File: config.mk
export PLATFORM = sky130hd
export DESIGN_NAME = amr_ctrl
export DESIGN_NICKNAME = d
export VERILOG_FILES = /design/src/verilog/amr_pkg.sv /design/src/verilog/amr_ctrl.sv
export SDC_FILE = /design/constraint.sdc
export NUM_CORES = 1
export LEC_CHECK = 0
export BUFFER_PORTS_ARGS = -buffer_cell sky130_fd_sc_hd__buf_2
export CAP_MARGIN = 20
export CORE_ASPECT_RATIO = 1.75
export CORE_MARGIN = 5
export CORE_UTILIZATION = 61
export DETAILED_ROUTE_END_ITERATION = 16
export GPL_TIMING_DRIVEN = 0
export PLACE_DENSITY = 0.82
export SLEW_MARGIN = 5
export SYNTH_ARGS = -nofsm -noshare
export SYNTH_HDL_FRONTEND = slang
export SYNTH_SLANG_ARGS = --single-unit
File: constraint.sdc
create_clock -name clk_in -period 5.6 [get_ports clk_in]
set_input_delay 0.28 -clock clk_in [delete_from_list [all_inputs] [get_ports clk_in]]
set_output_delay 0.28 -clock clk_in [all_outputs]
set_load 0.02 [all_outputs]
File: src/verilog/amr_pkg.sv
package amr_pkg;
  // ----------------------------------------
  // sizes
  // ----------------------------------------
  localparam int NCH = 6;
  localparam int WORD_BITS = 24;
  localparam int FRAME_WORDS = 8;
  localparam int CLK_NS = 25;
  // ----------------------------------------
  // register indices and fields
  // ----------------------------------------
  localparam logic [3:0] REG_CLOCK = 4'h0;
  localparam logic [3:0] REG_CFG = 4'h1;
  localparam logic [3:0] REG_THR_UP = 4'h2;
  localparam logic [3:0] REG_THR_LO = 4'h3;
  localparam logic [3:0] REG_STATUS = 4'h4;
  localparam int CLK_PWR_LSB = 8;
  localparam int CFG_GC_EN = 4;
  localparam int CFG_DETECT_MODE_ENABLE = 5;
  localparam int CFG_DETECT_ALL_CHANNELS = 6;
  localparam int CFG_CD_LEN_LSB = 8;
  localparam int CFG_CD_NUM_LSB = 12;
  localparam logic [15:0] CLOCK_RST = 16'h023F;
  localparam logic [15:0] CFG_RST = 16'h0000;
  localparam logic [23:0] THR_RST = 24'h000000;
  // ----------------------------------------
  // serial commands
  // ----------------------------------------
  localparam logic [15:0] CMD_RESET = 16'h0011;
  localparam logic [15:0] CMD_STANDBY = 16'h0022;
  localparam logic [15:0] CMD_WAKEUP = 16'h0033;
  // ----------------------------------------
  // timing
  // ----------------------------------------
  localparam int T_RSL_NS = 2000;
  localparam int RSL_CYC = (T_RSL_NS + CLK_NS - 1) / CLK_NS;
  localparam int T_POR_NS = 250000;
  localparam int POR_CYC = (T_POR_NS + CLK_NS - 1) / CLK_NS;
  localparam int T_FLAG_LOW_NS = 500;
  localparam int FLAG_LOW_CYC = T_FLAG_LOW_NS / CLK_NS;
  // ----------------------------------------
  // types
  // ----------------------------------------
  typedef enum logic [2:0] {ST_POR, ST_PINRST, ST_RUN, ST_STBY, ST_CD} amr_state_t;
  typedef enum logic [1:0] {PWR_VLP, PWR_LP, PWR_HR} amr_pwr_t;
  typedef struct packed {
    logic [3:0] addr;
    logic [15:0] wdata;
    logic wr;
    logic rd;
  } amr_bus_t;
  typedef struct packed {
    logic cs_n;
    logic sclk;
    logic din;
  } amr_ser_t;
  // detect pass length per code
  function automatic logic [11:0] amr_cd_len(input logic [2:0] c);
    case (c)
      3'h0: amr_cd_len = 12'h080;
      3'h1: amr_cd_len = 12'h100;
      3'h2: amr_cd_len = 12'h200;
      3'h3: amr_cd_len = 12'h300;
      3'h4: amr_cd_len = 12'h400;
      3'h5: amr_cd_len = 12'h600;
      3'h6: amr_cd_len = 12'h800;
      default: amr_cd_len = 12'hE00;
    endcase
  endfunction
endpackage
File: src/verilog/amr_ctrl.sv
// Strobed register access and the register offsets were chosen for this implementation.
`timescale 1ns/1ps
`default_nettype none
module amr_ctrl
  import amr_pkg::*;
#(
  parameter int POR_CYCLES = POR_CYC,
  parameter int MOD_DIV = 2,
  parameter int OVERSAMPLING_RATIO = 1024
)
(
  // clock and power-on reset
  input wire logic clk_in,
  input wire logic nrst_in,
  // register port
  input wire amr_bus_t bus_in,
  output logic [15:0] rdata_out,
  // serial pins and reset line
  input wire amr_ser_t ser_in,
  input wire logic sync_rst_n_in,
  // internal detect converter results
  input wire logic cd_res_valid_in,
  input wire logic [NCH-1:0][23:0] cd_res_in,
  // flag pin and converter controls
  output logic new_result_flag_n_out,
  output logic result_strobe_out,
  output logic fast_filter_out,
  output logic swap_polarity_out,
  output logic phase_cal_off_out,
  output logic test_sig_block_out,
  output logic standby_out,
  output logic cd_active_out,
  output logic [NCH-1:0] channel_enable_out,
  output amr_pwr_t power_level_out
);

  // ----------------------------------------
  // state
  // ----------------------------------------
  typedef struct packed {
    amr_state_t st;
    logic [3:0] sy1; // sync stage one
    logic [3:0] sy2; // sync stage two
    logic sclk_d; // previous sclk level
    logic [4:0] bitcnt;
    logic [3:0] wordcnt;
    logic [23:0] shreg;
    logic [15:0] cmd;
    logic [15:0] rsl_cnt; // reset-line low time
    logic [31:0] por_cnt;
    logic [15:0] clock_reg;
    logic [15:0] cfg_reg;
    logic [23:0] thr_reg;
    logic [15:0] rdata;
    logic [7:0] mdiv;
    logic [19:0] pcnt; // modulator periods in phase
    logic settle; // chop settle phase
    logic [1:0] nres; // results since reset
    logic [7:0] flag_cnt;
    logic flag_n;
    logic swap;
    logic strobe;
    logic [11:0] cd_samp;
    logic [NCH-1:0][7:0] cd_hits;
  } amr_reg_t;

  amr_reg_t r_r;
  amr_reg_t r_nxt;

  // ----------------------------------------
  // next state
  // ----------------------------------------
  always_comb
  begin : next_p
    logic fall; // sclk falling edge
    logic cs_hi;
    logic frame_done;
    logic do_reset;
    logic mtick;
    logic gc_on;
    logic [19:0] target;
    logic [19:0] dly;
    logic det;
    logic [NCH-1:0] met;
    logic [NCH-1:0] en;
    logic [23:0] mag;
    logic [7:0] need;
    fall = 1'b0;
    cs_hi = 1'b0;
    frame_done = 1'b0;
    do_reset = 1'b0;
    mtick = 1'b0;
    gc_on = 1'b0;
    target = 20'h00000;
    dly = 20'h00000;
    det = 1'b0;
    met = '0;
    en = '0;
    mag = 24'h000000;
    need = 8'h00;
    r_nxt = r_r;
    // two-stage sync of pins
    r_nxt.sy1 = {ser_in.cs_n, ser_in.sclk, ser_in.din, sync_rst_n_in};
    r_nxt.sy2 = r_r.sy1;
    r_nxt.sclk_d = r_r.sy2[2];
    r_nxt.strobe = 1'b0;
    cs_hi = r_r.sy2[3];
    fall = r_r.sclk_d & ~r_r.sy2[2];
    en = r_r.clock_reg[NCH-1:0];
    gc_on = r_r.cfg_reg[CFG_GC_EN];

    // ---- serial receiver ----
    // clear on deselect
    if (cs_hi)
    begin
      r_nxt.bitcnt = 5'h00;
      r_nxt.wordcnt = 4'h0;
    end
    else if (fall && r_r.st != ST_POR && r_r.st != ST_PINRST)
    begin
      r_nxt.shreg = {r_r.shreg[22:0], r_r.sy2[1]};
      r_nxt.bitcnt = r_r.bitcnt + 5'h01;
      if (r_r.bitcnt == 5'(WORD_BITS - 1))
      begin
        r_nxt.bitcnt = 5'h00;
        // command sits in top of first word
        if (r_r.wordcnt == 4'h0)
        begin
          r_nxt.cmd = r_nxt.shreg[23:8];
        end
        if (r_r.wordcnt != 4'hF)
        begin
          r_nxt.wordcnt = r_r.wordcnt + 4'h1;
        end
        if (r_r.wordcnt == 4'(FRAME_WORDS - 1))
        begin
          frame_done = 1'b1;
        end
      end
    end

    // ---- commands ----
    if (frame_done)
    begin
      if (r_r.cmd == CMD_RESET)
      begin
        do_reset = 1'b1;
      end
      else if (r_r.cmd == CMD_STANDBY && r_r.st == ST_RUN)
      begin
        r_nxt.st = ST_STBY;
      end
      else if (r_r.cmd == CMD_WAKEUP && (r_r.st == ST_STBY || r_r.st == ST_CD))
      begin
        r_nxt.st = ST_RUN;
        r_nxt.pcnt = 20'h00000;
        r_nxt.settle = 1'b0;
      end
    end

    // ---- reset line ----
    if (!r_r.sy2[0])
    begin
      if (r_r.rsl_cnt != 16'hFFFF)
      begin
        r_nxt.rsl_cnt = r_r.rsl_cnt + 16'h0001;
      end
      if (r_r.rsl_cnt >= 16'(RSL_CYC) && r_r.st != ST_POR)
      begin
        r_nxt.st = ST_PINRST;
        do_reset = 1'b1;
      end
    end
    else
    begin
      r_nxt.rsl_cnt = 16'h0000;
      if (r_r.rsl_cnt != 16'h0000 && r_r.rsl_cnt < 16'(RSL_CYC) && r_r.st == ST_STBY
          && r_r.cfg_reg[CFG_DETECT_MODE_ENABLE])
      begin
        r_nxt.st = ST_CD;
        r_nxt.cd_samp = 12'h000;
        r_nxt.cd_hits = '0;
      end
      if (r_r.st == ST_PINRST)
      begin
        r_nxt.st = ST_RUN;
      end
    end

    // ---- power-on settle ----
    if (r_r.st == ST_POR)
    begin
      r_nxt.flag_n = 1'b0;
      if (r_r.por_cnt >= 32'(POR_CYCLES - 1))
      begin
        r_nxt.st = ST_RUN;
        r_nxt.flag_n = 1'b1;
      end
      else
      begin
        r_nxt.por_cnt = r_r.por_cnt + 32'h00000001;
      end
    end

    // ---- conversion timing ----
    if (r_r.st == ST_RUN)
    begin
      r_nxt.mdiv = r_r.mdiv + 8'h01;
      if (r_r.mdiv >= 8'(MOD_DIV - 1))
      begin
        r_nxt.mdiv = 8'h00;
        mtick = 1'b1;
      end
      // shift count kept five bits wide: code 15 must not wrap to zero
      // delay two to code plus one
      dly = 20'h00001 << ({1'b0, r_r.cfg_reg[3:0]} + 5'h01);
      if (gc_on)
      begin
        target = r_r.settle ? dly : 20'(3 * OVERSAMPLING_RATIO);
      end
      else
      begin
        target = 20'(OVERSAMPLING_RATIO);
      end
      if (mtick)
      begin
        r_nxt.pcnt = r_r.pcnt + 20'h00001;
        if (r_r.pcnt >= target - 20'h00001)
        begin
          r_nxt.pcnt = 20'h00000;
          if (gc_on && r_r.settle)
          begin
            r_nxt.settle = 1'b0;
          end
          else
          begin
            r_nxt.strobe = 1'b1;
            if (r_r.nres != 2'h2)
            begin
              r_nxt.nres = r_r.nres + 2'h1;
            end
            if (gc_on)
            begin
              r_nxt.swap = ~r_r.swap;
              r_nxt.settle = 1'b1;
            end
          end
        end
      end
    end
    else
    begin
      r_nxt.mdiv = 8'h00;
    end

    // ---- current detect ----
    // results reach only comparator
    if (r_r.st == ST_CD && cd_res_valid_in)
    begin
      for (int i = 0; i < NCH; i++)
      begin
        mag = cd_res_in[i][23] ? 24'(-cd_res_in[i]) : cd_res_in[i];
        if (en[i] && mag > r_r.thr_reg && r_r.cd_hits[i] != 8'hFF)
        begin
          r_nxt.cd_hits[i] = r_r.cd_hits[i] + 8'h01;
        end
      end
      r_nxt.cd_samp = r_r.cd_samp + 12'h001;
      need = 8'(r_r.cfg_reg[CFG_CD_NUM_LSB +: 3]) + 8'h01;
      for (int i = 0; i < NCH; i++)
      begin
        met[i] = en[i] && (r_nxt.cd_hits[i] >= need);
      end
      if (r_r.cfg_reg[CFG_DETECT_ALL_CHANNELS])
      begin
        det = (|en) && ((met | ~en) == '1);
      end
      else
      begin
        det = |met;
      end
      if (det)
      begin
        r_nxt.st = ST_STBY;
        r_nxt.flag_n = 1'b0;
        r_nxt.flag_cnt = 8'(FLAG_LOW_CYC);
      end
      else if (r_nxt.cd_samp >= amr_cd_len(r_r.cfg_reg[CFG_CD_LEN_LSB +: 3]))
      begin
        r_nxt.cd_samp = 12'h000;
        r_nxt.cd_hits = '0;
      end
    end

    // no result escapes into standby or pin reset on the leaving edge
    if (r_nxt.st != ST_RUN)
    begin
      r_nxt.strobe = 1'b0;
    end

    // ---- flag pin ----
    if (r_nxt.strobe)
    begin
      r_nxt.flag_n = 1'b0;
      r_nxt.flag_cnt = 8'(FLAG_LOW_CYC);
    end
    else if (r_r.st != ST_POR && r_r.flag_cnt != 8'h00)
    begin
      r_nxt.flag_cnt = r_r.flag_cnt - 8'h01;
      if (r_r.flag_cnt == 8'h01)
      begin
        r_nxt.flag_n = 1'b1;
      end
    end

    // ---- register port ----
    r_nxt.rdata = 16'h0000;
    if (bus_in.rd)
    begin
      case (bus_in.addr)
        REG_CLOCK: r_nxt.rdata = r_r.clock_reg;
        REG_CFG: r_nxt.rdata = r_r.cfg_reg;
        REG_THR_UP: r_nxt.rdata = r_r.thr_reg[23:8];
        REG_THR_LO: r_nxt.rdata = {8'h00, r_r.thr_reg[7:0]};
        REG_STATUS: r_nxt.rdata = {9'h000, r_r.nres, r_r.swap, r_r.settle, r_r.st};
        default: r_nxt.rdata = 16'h0000;
      endcase
    end
    if (bus_in.wr)
    begin
      case (bus_in.addr)
        REG_CLOCK: r_nxt.clock_reg = bus_in.wdata;
        REG_CFG: r_nxt.cfg_reg = bus_in.wdata;
        REG_THR_UP: r_nxt.thr_reg[23:8] = bus_in.wdata;
        REG_THR_LO: r_nxt.thr_reg[7:0] = bus_in.wdata[7:0];
        default: ;
      endcase
    end

    // ---- soft reset ----
    // defaults on every reset
    if (do_reset)
    begin
      if (r_r.st != ST_PINRST && r_nxt.st != ST_PINRST)
      begin
        r_nxt.st = ST_RUN;
      end
      r_nxt.clock_reg = CLOCK_RST;
      r_nxt.cfg_reg = CFG_RST;
      r_nxt.thr_reg = THR_RST;
      r_nxt.pcnt = 20'h00000;
      r_nxt.settle = 1'b0;
      r_nxt.nres = 2'h0;
      r_nxt.swap = 1'b0;
      r_nxt.strobe = 1'b0;
      r_nxt.flag_n = 1'b1;
      r_nxt.flag_cnt = 8'h00;
    end
  end

  // ----------------------------------------
  // state register
  // ----------------------------------------
  always_ff @(posedge clk_in or negedge nrst_in)
  begin
    if (!nrst_in)
    begin
      // power-on: flag held low until settled
      r_r <= '0;
      r_r.st <= ST_POR;
      // idle pin levels: deselected, clock low, so no false edge
      r_r.sy1 <= 4'hB;
      r_r.sy2 <= 4'hB;
      r_r.clock_reg <= CLOCK_RST;
      r_r.cfg_reg <= CFG_RST;
      r_r.thr_reg <= THR_RST;
    end
    else
    begin
      r_r <= r_nxt;
    end
  end

  // ----------------------------------------
  // outputs
  // ----------------------------------------
  assign rdata_out = r_r.rdata;
  assign new_result_flag_n_out = r_r.flag_n;
  assign result_strobe_out = r_r.strobe;
  assign fast_filter_out = (r_r.nres < 2'h2) && !r_r.cfg_reg[CFG_GC_EN];
  assign swap_polarity_out = r_r.swap;
  assign phase_cal_off_out = r_r.cfg_reg[CFG_GC_EN];
  assign test_sig_block_out = r_r.cfg_reg[CFG_GC_EN];
  assign standby_out = (r_r.st == ST_STBY) || (r_r.st == ST_CD);
  assign cd_active_out = (r_r.st == ST_CD);
  assign channel_enable_out = (r_r.st == ST_RUN) ? r_r.clock_reg[NCH-1:0] : '0;
  assign power_level_out = r_r.clock_reg[CLK_PWR_LSB + 1] ? PWR_HR :
                           (r_r.clock_reg[CLK_PWR_LSB] ? PWR_LP : PWR_VLP);

endmodule // amr_ctrl
`default_nettype wire

# Yosys cells after proc, flatten, opt, wreduce, memory -nomap -nowiden
# Index checks and enable logic that the tools add are counted.
[op_classes] shift=1 n_bitwise=7 eq_ne=34 div_mod_pow=0 mul=0 order_cmp=19 add_sub_neg=24 reduce_logical=73 muxes=101
[ops] op="$mux 60" n=5
[ops] op="$gt 24x24->1" n=6
[ops] op="$mux 24" n=6
[ops] op="$neg 24->24" n=6
[ops] op="$mux 16" n=8
[ops] op="$mux 8" n=15
[ops] op="$mux 56" n=2
[ops] op="$mux 21" n=4
[ops] op="$pmux 12 s7" n=1
[ops] op="$pmux 16 s5" n=1
[ops] op="$mux 23" n=3
[ops] op="$mux 20" n=3
[ops] op="$add 8x1->8 const B" n=7
[ops] op="$mux 9" n=6
[ops] op="$mux 49" n=1
[ops] op="$ge 8x4->1" n=6
[ops] op="$ne 8x8->1 const B" n=6
[ops] op="$mux 3" n=14
[ops] op="$mux 34" n=1
[ops] op="$add 32x1->32 const B" n=1
[ops] op="$eq 16x6->1 const B" n=2
[ops] op="$ge 32x14->1 const B" n=1
[ops] op="$logic_and 1x1->1" n=32
[ops] op="$reduce_bool 2->1" n=16
[ops] op="54 further kinds" n=106
[word_totals] elab_cells=289 out_inout_bits=32 romBits=0 ram_bits=0 memories=0 inputBits=173 register_bits=283 latchBits=0

# Longest topological paths before layout
# Gate-level depths: netlist of run 1.
[logic_depth] word_depth=21 mapped_depth=31 ltp_nobuf=29

# Least setup slack after synthesis of run 1
# OpenSTA, ideal clock, no wires.
[synth_timing] path_kind="input-to-reg" start="in cd_res_in[53] (netlist bit)" end="reg r_r[1] (netlist bit)" arrival_ps=6785 t_required_ps=5479 path_stages=28 n_path_buf=2 setup_slack_ps=-1306 setup_time_ps=121 cell_sequence="or4_1 -> nor4_1 -> nand3_1 -> or3_1 -> or3_1 -> o31ai_1 -> xnor2_1 -> ha_1 -> and4_1 -> nand4_1 -> nor4b_1 -> a21oi_1 -> o21ai_1 -> nand2_1 -> mux2_2 -> ha_1 -> nand2b_1 -> a21o_1 -> a21o_1 -> a21oi_1 -> nand2_1 -> mux2_2 -> a2111oi_1 -> o221ai_2 -> or2_1 -> buf_6 -> buf_6 -> a22o_1"
[synth_lines] item="start, declared" line_no="amr_ctrl.sv:23" text="input wire logic [NCH-1:0][23:0] cd_res_in,"
[synth_lines] item="end signal, assigned" line_no="amr_ctrl.sv:380" text="r_r <= r_nxt;"
[synth_lines] item="end, declared" line_no="amr_ctrl.sv:67" text="amr_reg_t r_r;"

==> run_results.csv, run 1 <==
group,metric,value,unit
placed_design,port-buffer-count,204,
critical_path,cp-end-kind,"register",
route,first_pass_iters,12,
critical_path,critPathLaunchType,"input pin",
logic_synthesis,async_flop_share,1.00,
die,die_h,258,um
final_layout,fillers,2658,
power,switchingPower,2.16,mW
logic_synthesis,yosysUniqueCellTypes,82,
hold_path,holdPathStages,3,
clocking,clockRootBuffer,"clkbuf_16",
final_layout,areaGrowthSynthToFinish,17.7,%
placed_design,dp.cells,3169,
timing,period_minus_slack,6.41,ns
final_layout,final_nets,3191,
timing,drv_slew,0,
global_route,grtUsageTotal,0.327,
critical_path,cp.required,6.04,ns
power,p_total,6.20,mW
timing,max_freq,156,MHz
timing,slew_headroom,0.314,
die,ios,205,
timing,rsz0062_at_grt,"yes",
power,switching_share,0.349,
final_layout,layout.cells.non_filler,3278,
logic_synthesis,synth_ff_type,"dfrtp_1",
clocking,clockBufferDepth,3,
power,clkPwrFrac,0.297,
timing,hold_viol_final,0,
clocking,clock-sinks,282,
die,rows,91,
critical_path,rrSetupSlack,-0.11,ns
timing,finalCritPeriodShare,1.14,
critical_path,r2r-start,"r_r[272]",
logic_synthesis,yosysSeqAreaShare,0.329,
hold_path,min_delay_worst_endpoint,"next_p.en[0]",
power,intPower,4.04,mW
logic_synthesis,synth_seq_cells,282,
logic_synthesis,synth_edf_count,0,
power,peakVddDrop,0.321,mV
placed_design,gp_congestion,0.971,
placed_design,dp_hpwl,50300,um
route,ant_nets,0,
route,routed_wl,67300,um
die,die_w,152,um
global_route,grt_use_met3,0.0488,
route,via_per_inst,6.42,
logic_synthesis,syn_area,0.0215,mm2
global_route,use_met2,0.594,
power,p_leak,11.4,nW
global_route,grt_pass1_vias,21100,
route,vias,21000,
logic_synthesis,syn_inst,2488,
timing,worst_slack,-0.808,ns
placed_design,dpl_cell_area,0.0233,mm2
global_route,grt.met1_usage,0.340,
critical_path,slowest_stage,"or4_4",
critical_path,crit_fanout,10,
placed_design,place_ws,-2.73,ns
clocking,cts_buffers,25,
die,core_area,0.0351,mm2
final_layout,fin_area,0.0253,mm2
hold_path,min_from,"bus_in[2]",
clocking,clk_latency,0.57,ns
run_status,violations,"setup timing",
global_route,antenna_found_initial,0,
final_layout,postLayoutCoreUtil,0.722,
critical_path,worstPathArrival,6.85,ns
critical_path,r2r_cells,19,
job,cap_violations,0,
global_route,grt_first_pass_wirelength,106000,um
logic_synthesis,synth_warnings,0,
hold_path,hp-class,"in2reg",
critical_path,criticalPathCategory,"in2reg",
die,die_area,0.0392,mm2
timing,setup_viol,68,
timing,worst_pin_slew,1.02,ns
timing,fin_tns_setup,-48.89,ns
clocking,cts_tree,"yes",
clocking,clk_pin_slew,0.07,ns
critical_path,cp_slowest_stage_delay,0.58,ns
clocking,htree_num_levels,1,
global_route,grt_busiest_layer,"met2",
route,wl_per_cell,20.5,um
route,route.detailed.drc,0,
global_route,grt_max_degree,121,
power,combPwrFrac,0.328,
route,dr.first_iter.drc_count,1458,
global_route,grt-ovfl-total,0,
power,powerDensity,245,mW/mm2
timing,finClkSkew,0.0267,ns
logic_synthesis,syn_avg_cell_area,8.64,um2
critical_path,r2r-end,"r_r[35]",
die,initial_core_util,0.613,
power,pwr-share-seq,0.375,
timing,whs,0.0251,ns
final_layout,drive_above_1_share,0.176,
run_status,status,"complete, but fails checks",
==> layout make-up <==
cell class              count  area, um2  share of cell area
diodes                      1       2.50           0.0000989
plain buffers             125        659              0.0261
clock buffers              31        678              0.0268
clock inverters            12        186             0.00737
inverters                  70        263              0.0104
multi-input cells        2018      14200               0.560
flip-flops and latches    282       7070               0.279
well taps                 465        582              0.0230
repair buffers            274       1690              0.0669
==> Yosys cell counts, drive strengths merged (18+ instances only) <==
library cell,number,area share
a211oi,25,0.0087
xnor2,151,0.062
nor3,48,0.013
a21o,28,0.0098
nand2b,41,0.012
and3,43,0.013
inv,70,0.012
dfrtp,269,0.31
nand4,45,0.013
nor2b,21,0.0061
and2,23,0.0069
o31ai,46,0.017
ha,222,0.13
or3,20,0.0058
mux2,49,0.026
a31oi,19,0.0055
o21ai,168,0.039
xor2,18,0.0073
o41ai,26,0.011
a22o,24,0.0098
nand2,330,0.058
buf,28,0.0095
nor2,129,0.023
a21oi,192,0.045
nand3,101,0.024
nor4,39,0.011
clkbuf,97,0.017
==> power groups by stage <==
stage	Clock (mW)	Sequential, mW	Combinational [mW]
floorplan	0	2.28	1.23
global placement	0	2.35	1.73
detailed placement	0	2.35	1.82
CTS	1.87	2.32	1.94
global route	1.96	2.33	2.24
finish	1.84	2.32	2.03
==> cells in the final DEF (no fill, tap or decap), types with 16 or more instances in the layout <==
cell type	instances
a211oi_1	24
a21o_1	28
a21oi_1	184
a22o_1	24
a22oi_1	17
a31oi_1	19
and2_1	20
and3_1	43
buf_2	202
buf_4	64
clkbuf_1	91
clkbuf_16	28
dfrtp_1	269
ha_1	221
inv_1	70
mux2_2	47
nand2_1	328
nand2b_1	39
nand3_1	99
nand4_1	45
nor2_1	123
nor2b_1	21
nor3_1	42
nor4_1	29
o211ai_1	17
o21ai_0	142
o31ai_1	43
o41ai_1	21
or3_1	16
xnor2_1	151
xor2_1	18
==> per-layer routing <==
layer  share of wire  vias up  routed length, um
met3           0.065      347               4360
met4           0.087        0               5860
met5               0        -                  0
met1            0.35     9987              23200
li1                -     9689                  -
met2            0.50     1011              33900
==> registers in the layout, indices dropped and copies added, names as in the netlist <==
register / flops
rdata_out: 16
swap_polarity_out: 1
next_p.cs_hi: 1
result_strobe_out: 1
r_nxt: 5
next_p.en: 6
phase_cal_off_out: 1
new_result_flag_n_out: 1
r_r: 250
==> how the worst max path moves through the flow <==
stage,startpoint,endpoint,depth (start not counted)
after floorplan,cd_res_in[50],r_r[18],28
after global routing,cd_res_in[74],r_r[64],28
after CTS,cd_res_in[53],r_r[35],29
after detailed placement,cd_res_in[75],r_r[16],28
final,cd_res_in[74],r_r[35],29
after global placement,cd_res_in[75],r_r[40],28
==> cells by family after synthesis <==
family / count (synthesis) / synth area share
and+or+nand+nor: 919 / 0.214
AOI/OAI and AO/OA: 633 / 0.186
DFF: 282 / 0.329
adders and majority gates: 222 / 0.129
buffers and inverters: 195 / 0.0387
xor gates and xnor gates: 169 / 0.0689
muxes: 66 / 0.0342
other: 2 / 0.000349
==> worst max-delay path: cells and delay by family <==
kind                     cells  cell delay (ns)
adder cells (fa/ha/maj)      2             0.59
buffers and inverters        5             0.84
AO/OA/AOI/OAI               10             2.16
XOR/XNOR                     1             0.13
AND/OR/NAND/NOR             10             2.48
multiplexers                 1             0.31
==> what timing repair did <==
item,in CTS,in global routing
hold endpoints to repair,87,0
setup buffers,34,14
cloned,2,0
hold buffers,15,0
pin swaps,30,26
resized for setup,86,45
endpoints found under the setup margin,68,88
(Power assumes the default switching activity.)
==> inputs of run 2 (changes only) <==
--- a/config.mk
+++ b/config.mk
@@ -9,10 +9,10 @@
 export CAP_MARGIN = 20
 export CORE_ASPECT_RATIO = 1.75
 export CORE_MARGIN = 5
-export CORE_UTILIZATION = 61
+export CORE_UTILIZATION = 55
 export DETAILED_ROUTE_END_ITERATION = 16
 export GPL_TIMING_DRIVEN = 0
-export PLACE_DENSITY = 0.82
+export PLACE_DENSITY = 0.78
 export SLEW_MARGIN = 5
 export SYNTH_ARGS = -nofsm -noshare
 export SYNTH_HDL_FRONTEND = slang
==> constraint.sdc (replaced) <==
create_clock -name clk_in -period 5.3 [get_ports clk_in]
set_input_delay 0.265 -clock clk_in [delete_from_list [all_inputs] [get_ports clk_in]]
set_output_delay 0.265 -clock clk_in [all_outputs]
set_load 0.02 [all_outputs]
==> run 2 against run 1 <==
Compared with the run above:
- worst setup slack lost 0.24 ns
- via count decreased by 2.4%
- clock skew is 0.0034 ns higher
- sequential share of layout area about the same
- clock power hardly changed
- register-to-register slack worse by 0.25 ns
- largest power group unchanged
- sequential cell count did not move
- hold slack about the same
- non-clock buffer count down 12
- die area is 10% higher
- the run still ends with setup timing left
- clock-buffer cell count is 5 higher
- final cell count up 0.34%
==> run_results.csv, run 2 (synthesized netlist as in run 1, its figures left out) <==
group,metric,value,unit
final_layout,layout_common_cells,"nand2_1, dfrtp_1, ha_1",
global_route,grt_max_degree,98,
critical_path,worstPathArrival,6.79,ns
route,wl_per_cell,20.1,um
clocking,clockBufferDepth,3,
power,p_leak,11.3,nW
timing,slew_headroom,0.352,
final_layout,final_nets,3180,
timing,drv_slew,0,
final_layout,num_antenna_cells,0,
route,routed_wl,66200,um
clocking,htree_num_levels,1,
clocking,cts_tree,"yes",
final_layout,fillers,3108,
global_route,grt-ovfl-total,0,
final_layout,layout_commonest_cell,"nand2_1",
final_layout,regMostFlops,"r_r",
global_route,grt_pass1_vias,21000,
route,first_pass_iters,6,
final_layout,postLayoutCoreUtil,0.657,
hold_path,min_from,"bus_in[0]",
final_layout,multi_input_area,0.0142,mm2
timing,rsz0062_at_grt,"yes",
critical_path,slowest_stage,"or4_4",
die,die_area,0.0433,mm2
clocking,clk_latency,0.57,ns
hold_path,hp-class,"in2reg",
timing,finClkSkew,0.0301,ns
die,initial_core_util,0.558,
die,die_w,159,um
timing,worst_pin_slew,0.967,ns
die,die_h,272,um
run_status,violations,"setup timing",
placed_design,port-buffer-count,204,
critical_path,cp-end-kind,"register",
critical_path,crit_fanout,10,
die,ios,205,
job,cap_violations,0,
power,powerDensity,254,mW/mm2
timing,fin_tns_setup,-64.21,ns
final_layout,fin_area,0.0253,mm2
critical_path,cp_slowest_stage_delay,0.55,ns
timing,worst_slack,-1.05,ns
route,ant_nets,0,
route,dr.first_iter.drc_count,1413,
final_layout,seq_area,0.00707,mm2
critical_path,crit_start,"cd_res_in[53]",
global_route,grt_first_pass_wirelength,104000,um
timing,finalCritPeriodShare,1.20,
timing,max_freq,158,MHz
route,via_per_inst,6.24,
run_status,status,"complete, but fails checks",
timing,setup_viol,68,
placed_design,gp_congestion,0.932,
critical_path,cp.required,5.74,ns
die,rows,95,
critical_path,critPathLaunchType,"input pin",
route,vias,20500,
critical_path,criticalPathCategory,"in2reg",
power,peakVddDrop,0.336,mV
clocking,clock-sinks,282,
critical_path,r2r-start,"r_r[272]",
placed_design,dp_hpwl,50100,um
clocking,cts_buffers,26,
global_route,grtUsageTotal,0.290,
final_layout,largest_register_ffs,250,
timing,period_minus_slack,6.35,ns
placed_design,dpl_cell_area,0.0234,mm2
clocking,clockRootBuffer,"clkbuf_16",
timing,hold_viol_final,0,
route,route.detailed.drc,0,
global_route,antenna_found_initial,0,
final_layout,areaGrowthSynthToFinish,17.7,%
power,p_total,6.43,mW
clocking,clk_pin_slew,0.07,ns
final_layout,drive_above_1_share,0.180,
die,core_area,0.0385,mm2
==> run 2: repair_timing <==
| action | CTS | global route |
|---|---|---|
| resized for setup | 106 | 69 |
| endpoints found under the hold margin | 127 | 0 |
| pin swaps | 42 | 19 |
| gates cloned | 3 | 0 |
| endpoints found under the setup margin | 68 | 88 |
| hold buffers | 21 | 0 |
| buffers inserted | 20 | 8 |
==> run 2: power by group <==
part / leakage [nW] / total, mW / switching [mW] / internal [mW]
Clock: 0.406 / 1.87 / 0.860 / 1.01
Sequential: 3.74 / 2.46 / 0.165 / 2.29
Combinational: 7.14 / 2.10 / 1.25 / 0.846
==> run 2: path summary, 6_finish.rpt <==
check | to | slack (ns) | depth (start not counted)
min in group asynchronous | r_r[219] | 0.29 | 2
worst min-delay path | rdata_out[7] | 0.03 | 2
worst max register to register | r_r[43] | -0.36 | 20
max in group asynchronous | rdata_out[14] | 4.08 | 3
worst max-delay path | r_r[43] | -1.05 | 29
worst min register to register | next_p.cs_hi | 0.36 | 0
==> run 2: area by class of cell <==
cell class,instances,share of cell area
clock buffer,36,0.0284
clock inverter,11,0.00490
sequential,282,0.280
buffer,125,0.0253
multi-input combinational,2018,0.563
tap,485,0.0240
timing repair buffer,262,0.0646
inverter,70,0.0104
==> run 2: per-layer routing <==
| layer | GRT usage | wire [um] | vias up |
|---|---|---|---|
| li1 | - | - | 9658 |
| met1 | 0.295 | 23400 | 9881 |
| met2 | 0.536 | 34000 | 744 |
| met3 | 0.0360 | 3390 | 251 |
| met4 | 0.213 | 5480 | 0 |
| met5 | 0 | 0 | - |
==> run 2: worst max-delay path: cells and delay by family <==
kind                       cells  cell delay (ns)
buffers and inverters          4             0.51
xor gates and xnor gates       1             0.10
adders and majority gates      2             0.51
muxes                          2             0.58
and+or+nand+nor               11             2.86
AOI/OAI and AO/OA              9             1.94
==> run 2: through the flow <==
step / cells / worst slack (ns) / hold slack [ns]
after floorplan: 2495 / -1.11 / -0.0306
after global placement: 3184 / -2.90 / 0.337
after detailed placement: 3189 / -2.98 / 0.313
after CTS: 3280 / -0.977 / 0.00117
after global routing: 3289 / -1.17 / 0.00891
final: 3289 / -1.05 / 0.0252
==> inputs of run 3 (changes only) <==
--- a/config.mk
+++ b/config.mk
@@ -9,10 +9,9 @@
 export CAP_MARGIN = 20
 export CORE_ASPECT_RATIO = 1.75
 export CORE_MARGIN = 5
-export CORE_UTILIZATION = 55
+export CORE_UTILIZATION = 40
 export DETAILED_ROUTE_END_ITERATION = 16
 export GPL_TIMING_DRIVEN = 0
-export PLACE_DENSITY = 0.78
 export SLEW_MARGIN = 5
 export SYNTH_ARGS = -nofsm -noshare
 export SYNTH_HDL_FRONTEND = slang
==> run 3 against run 2 <==
Compared with the run above:
- power rose by 3.9%
- clock-buffer cell count rose by 3
- highest routed layer unchanged
- critical path type unchanged
- via count fell by 0.87%
- die area rose by 35%
- the run still ends with setup timing left
- worst setup slack improved by 0.079 ns
- global-route usage fell by 6.2 points
==> run_results.csv, run 3 (synthesized netlist as in run 1, its figures left out) <==
group,metric,value,unit
run_status,status,"complete, but fails checks",
run_status,violations,"setup timing",
route,routed_wl,70000,um
timing,drv_slew,0,
final_layout,layout.cells.non_filler,3518,
timing,fin_tns_setup,-61.46,ns
critical_path,cp_slowest_stage_delay,0.56,ns
timing,period_minus_slack,6.27,ns
clocking,cts_tree,"yes",
final_layout,layout_common_cells,"nand2_1, dfrtp_1, ha_1",
die,die_area,0.0587,mm2
critical_path,cp-end-kind,"register",
final_layout,final_nets,3205,
timing,whs,0.0258,ns
timing,finClkSkew,0.0126,ns
die,ios,205,
timing,slew_headroom,0.327,
clocking,clock-sinks,282,
die,die_w,185,um
hold_path,hp-class,"in2reg",
critical_path,criticalPathCategory,"in2reg",
final_layout,drive_above_1_share,0.196,
timing,setup_viol,68,
global_route,grt_first_pass_wirelength,107000,um
route,via_per_inst,5.79,
route,ant_nets,0,
timing,worst_slack,-0.969,ns
die,core_area,0.0533,mm2
final_layout,regMostFlops,"r_r",
placed_design,port-buffer-count,204,
die,rows,112,
power,p_total,6.68,mW
critical_path,cp.required,5.74,ns
global_route,grt_max_degree,104,
critical_path,slowest_stage,"or4_4",
clocking,clk_pin_slew,0.07,ns
placed_design,place_ws,-3.26,ns
placed_design,dp_hpwl,54100,um
critical_path,worstPathArrival,6.71,ns
route,first_pass_iters,7,
clocking,cts_buffers,27,
power,p_leak,11.7,nW
power,peakVddDrop,0.218,mV
global_route,grt_pass1_vias,20200,
timing,max_freq,160,MHz
global_route,antenna_found_initial,1,
placed_design,gp_congestion,0.959,
timing,finalCritPeriodShare,1.18,
final_layout,layout_commonest_cell,"nand2_1",
die,die_h,317,um
route,dr.first_iter.drc_count,939,
placed_design,dp.cells,3388,
timing,worst_pin_slew,1.00,ns
route,route.detailed.drc,0,
clocking,htree_num_levels,1,
timing,hold_viol_final,0,
critical_path,crit_fanout,10,
route,vias,20400,
power,powerDensity,257,mW/mm2
global_route,grt-ovfl-total,0,
job,cap_violations,0,
clocking,clockBufferDepth,3,
clocking,clk_latency,0.56,ns
die,initial_core_util,0.404,
final_layout,largest_register_ffs,250,
global_route,grtUsageTotal,0.228,
final_layout,areaGrowthSynthToFinish,21.1,%
critical_path,critPathLaunchType,"input pin",
clocking,clockRootBuffer,"clkbuf_16",
route,wl_per_cell,19.9,um
timing,rsz0062_at_grt,"yes",
[run 3: changes by cell type in the layout (fill, tap and decap cells not counted), sizes merged]
cell,before,now
diode,0,3
bufinv,1,3
inv,72,71
clkbuf,131,134
clkdlybuf4s18,1,0
clkinv,6,5
dlygate4sd3,21,18
buf,269,297
[run 3: repair_timing]
item / 4_1_cts / 5_1_grt
cloned: 2 / 0
gates resized for setup: 112 / 111
pin swaps: 42 / 53
setup buffers: 34 / 27
endpoints found under the hold margin: 138 / 0
endpoints found under the setup margin: 88 / 92
hold buffers: 18 / 0
[run 3: power breakdown]
| group | internal [mW] | total, mW | switching (mW) |
|---|---|---|---|
| Sequential | 2.29 | 2.45 | 0.160 |
| Clock | 1.17 | 2.04 | 0.871 |
| Combinational | 0.890 | 2.18 | 1.29 |
| Total | 4.35 | 6.68 | 2.32 |
[run 3: worst max-delay path, delay by kind of cell]
family | cells | cell delay (ns)
AO/OA/AOI/OAI | 12 | 2.25
XOR/XNOR | 1 | 0.12
adder cells (fa/ha/maj) | 2 | 0.55
buffers and inverters | 4 | 0.58
AND/OR/NAND/NOR | 12 | 2.91
[run 3: final timing paths]
path	startpoint	to	slack [ns]	cells past startpoint
setup / recovery	cd_res_in[74]	r_r[25]	-0.97	31
setup reg to reg	r_r[272]	r_r[25]	-0.41	20
hold / removal	bus_in[7]	r_r[131]	0.03	3
hold reg to reg	r_nxt[274]	r_nxt[271]	0.35	0
min in group asynchronous	nrst_in	r_r[217]	0.32	2
max in group asynchronous	nrst_in	rdata_out[12]	3.98	3
[run 3: metal layers]
| layer | wire (um) | GRT usage |
|---|---|---|
| met1 | 25700 | 0.245 |
| met2 | 36300 | 0.428 |
| met3 | 3410 | 0.0219 |
| met4 | 4590 | 0.132 |
| met5 | 0 | 0 |
[run 3: metrics by stage]
stage,utilization,cell area (um2)
final,0.489,26000
after global routing,0.489,26000
after CTS,0.477,25400
after detailed placement,0.443,23600
after global placement,0.442,23500
after floorplan,-,21600
[run 3: final cells by class]
type                    instances  area (um2)
fillers                      5093       27200
multi-input cells            2018       14400
flip-flops and latches        282        7070
repair buffers                288        1850
well taps                     684         856
clock buffers                  39         781
plain buffers                 123         641
inverters                      70         263
clock inverters                11         139
diodes                          3        7.51
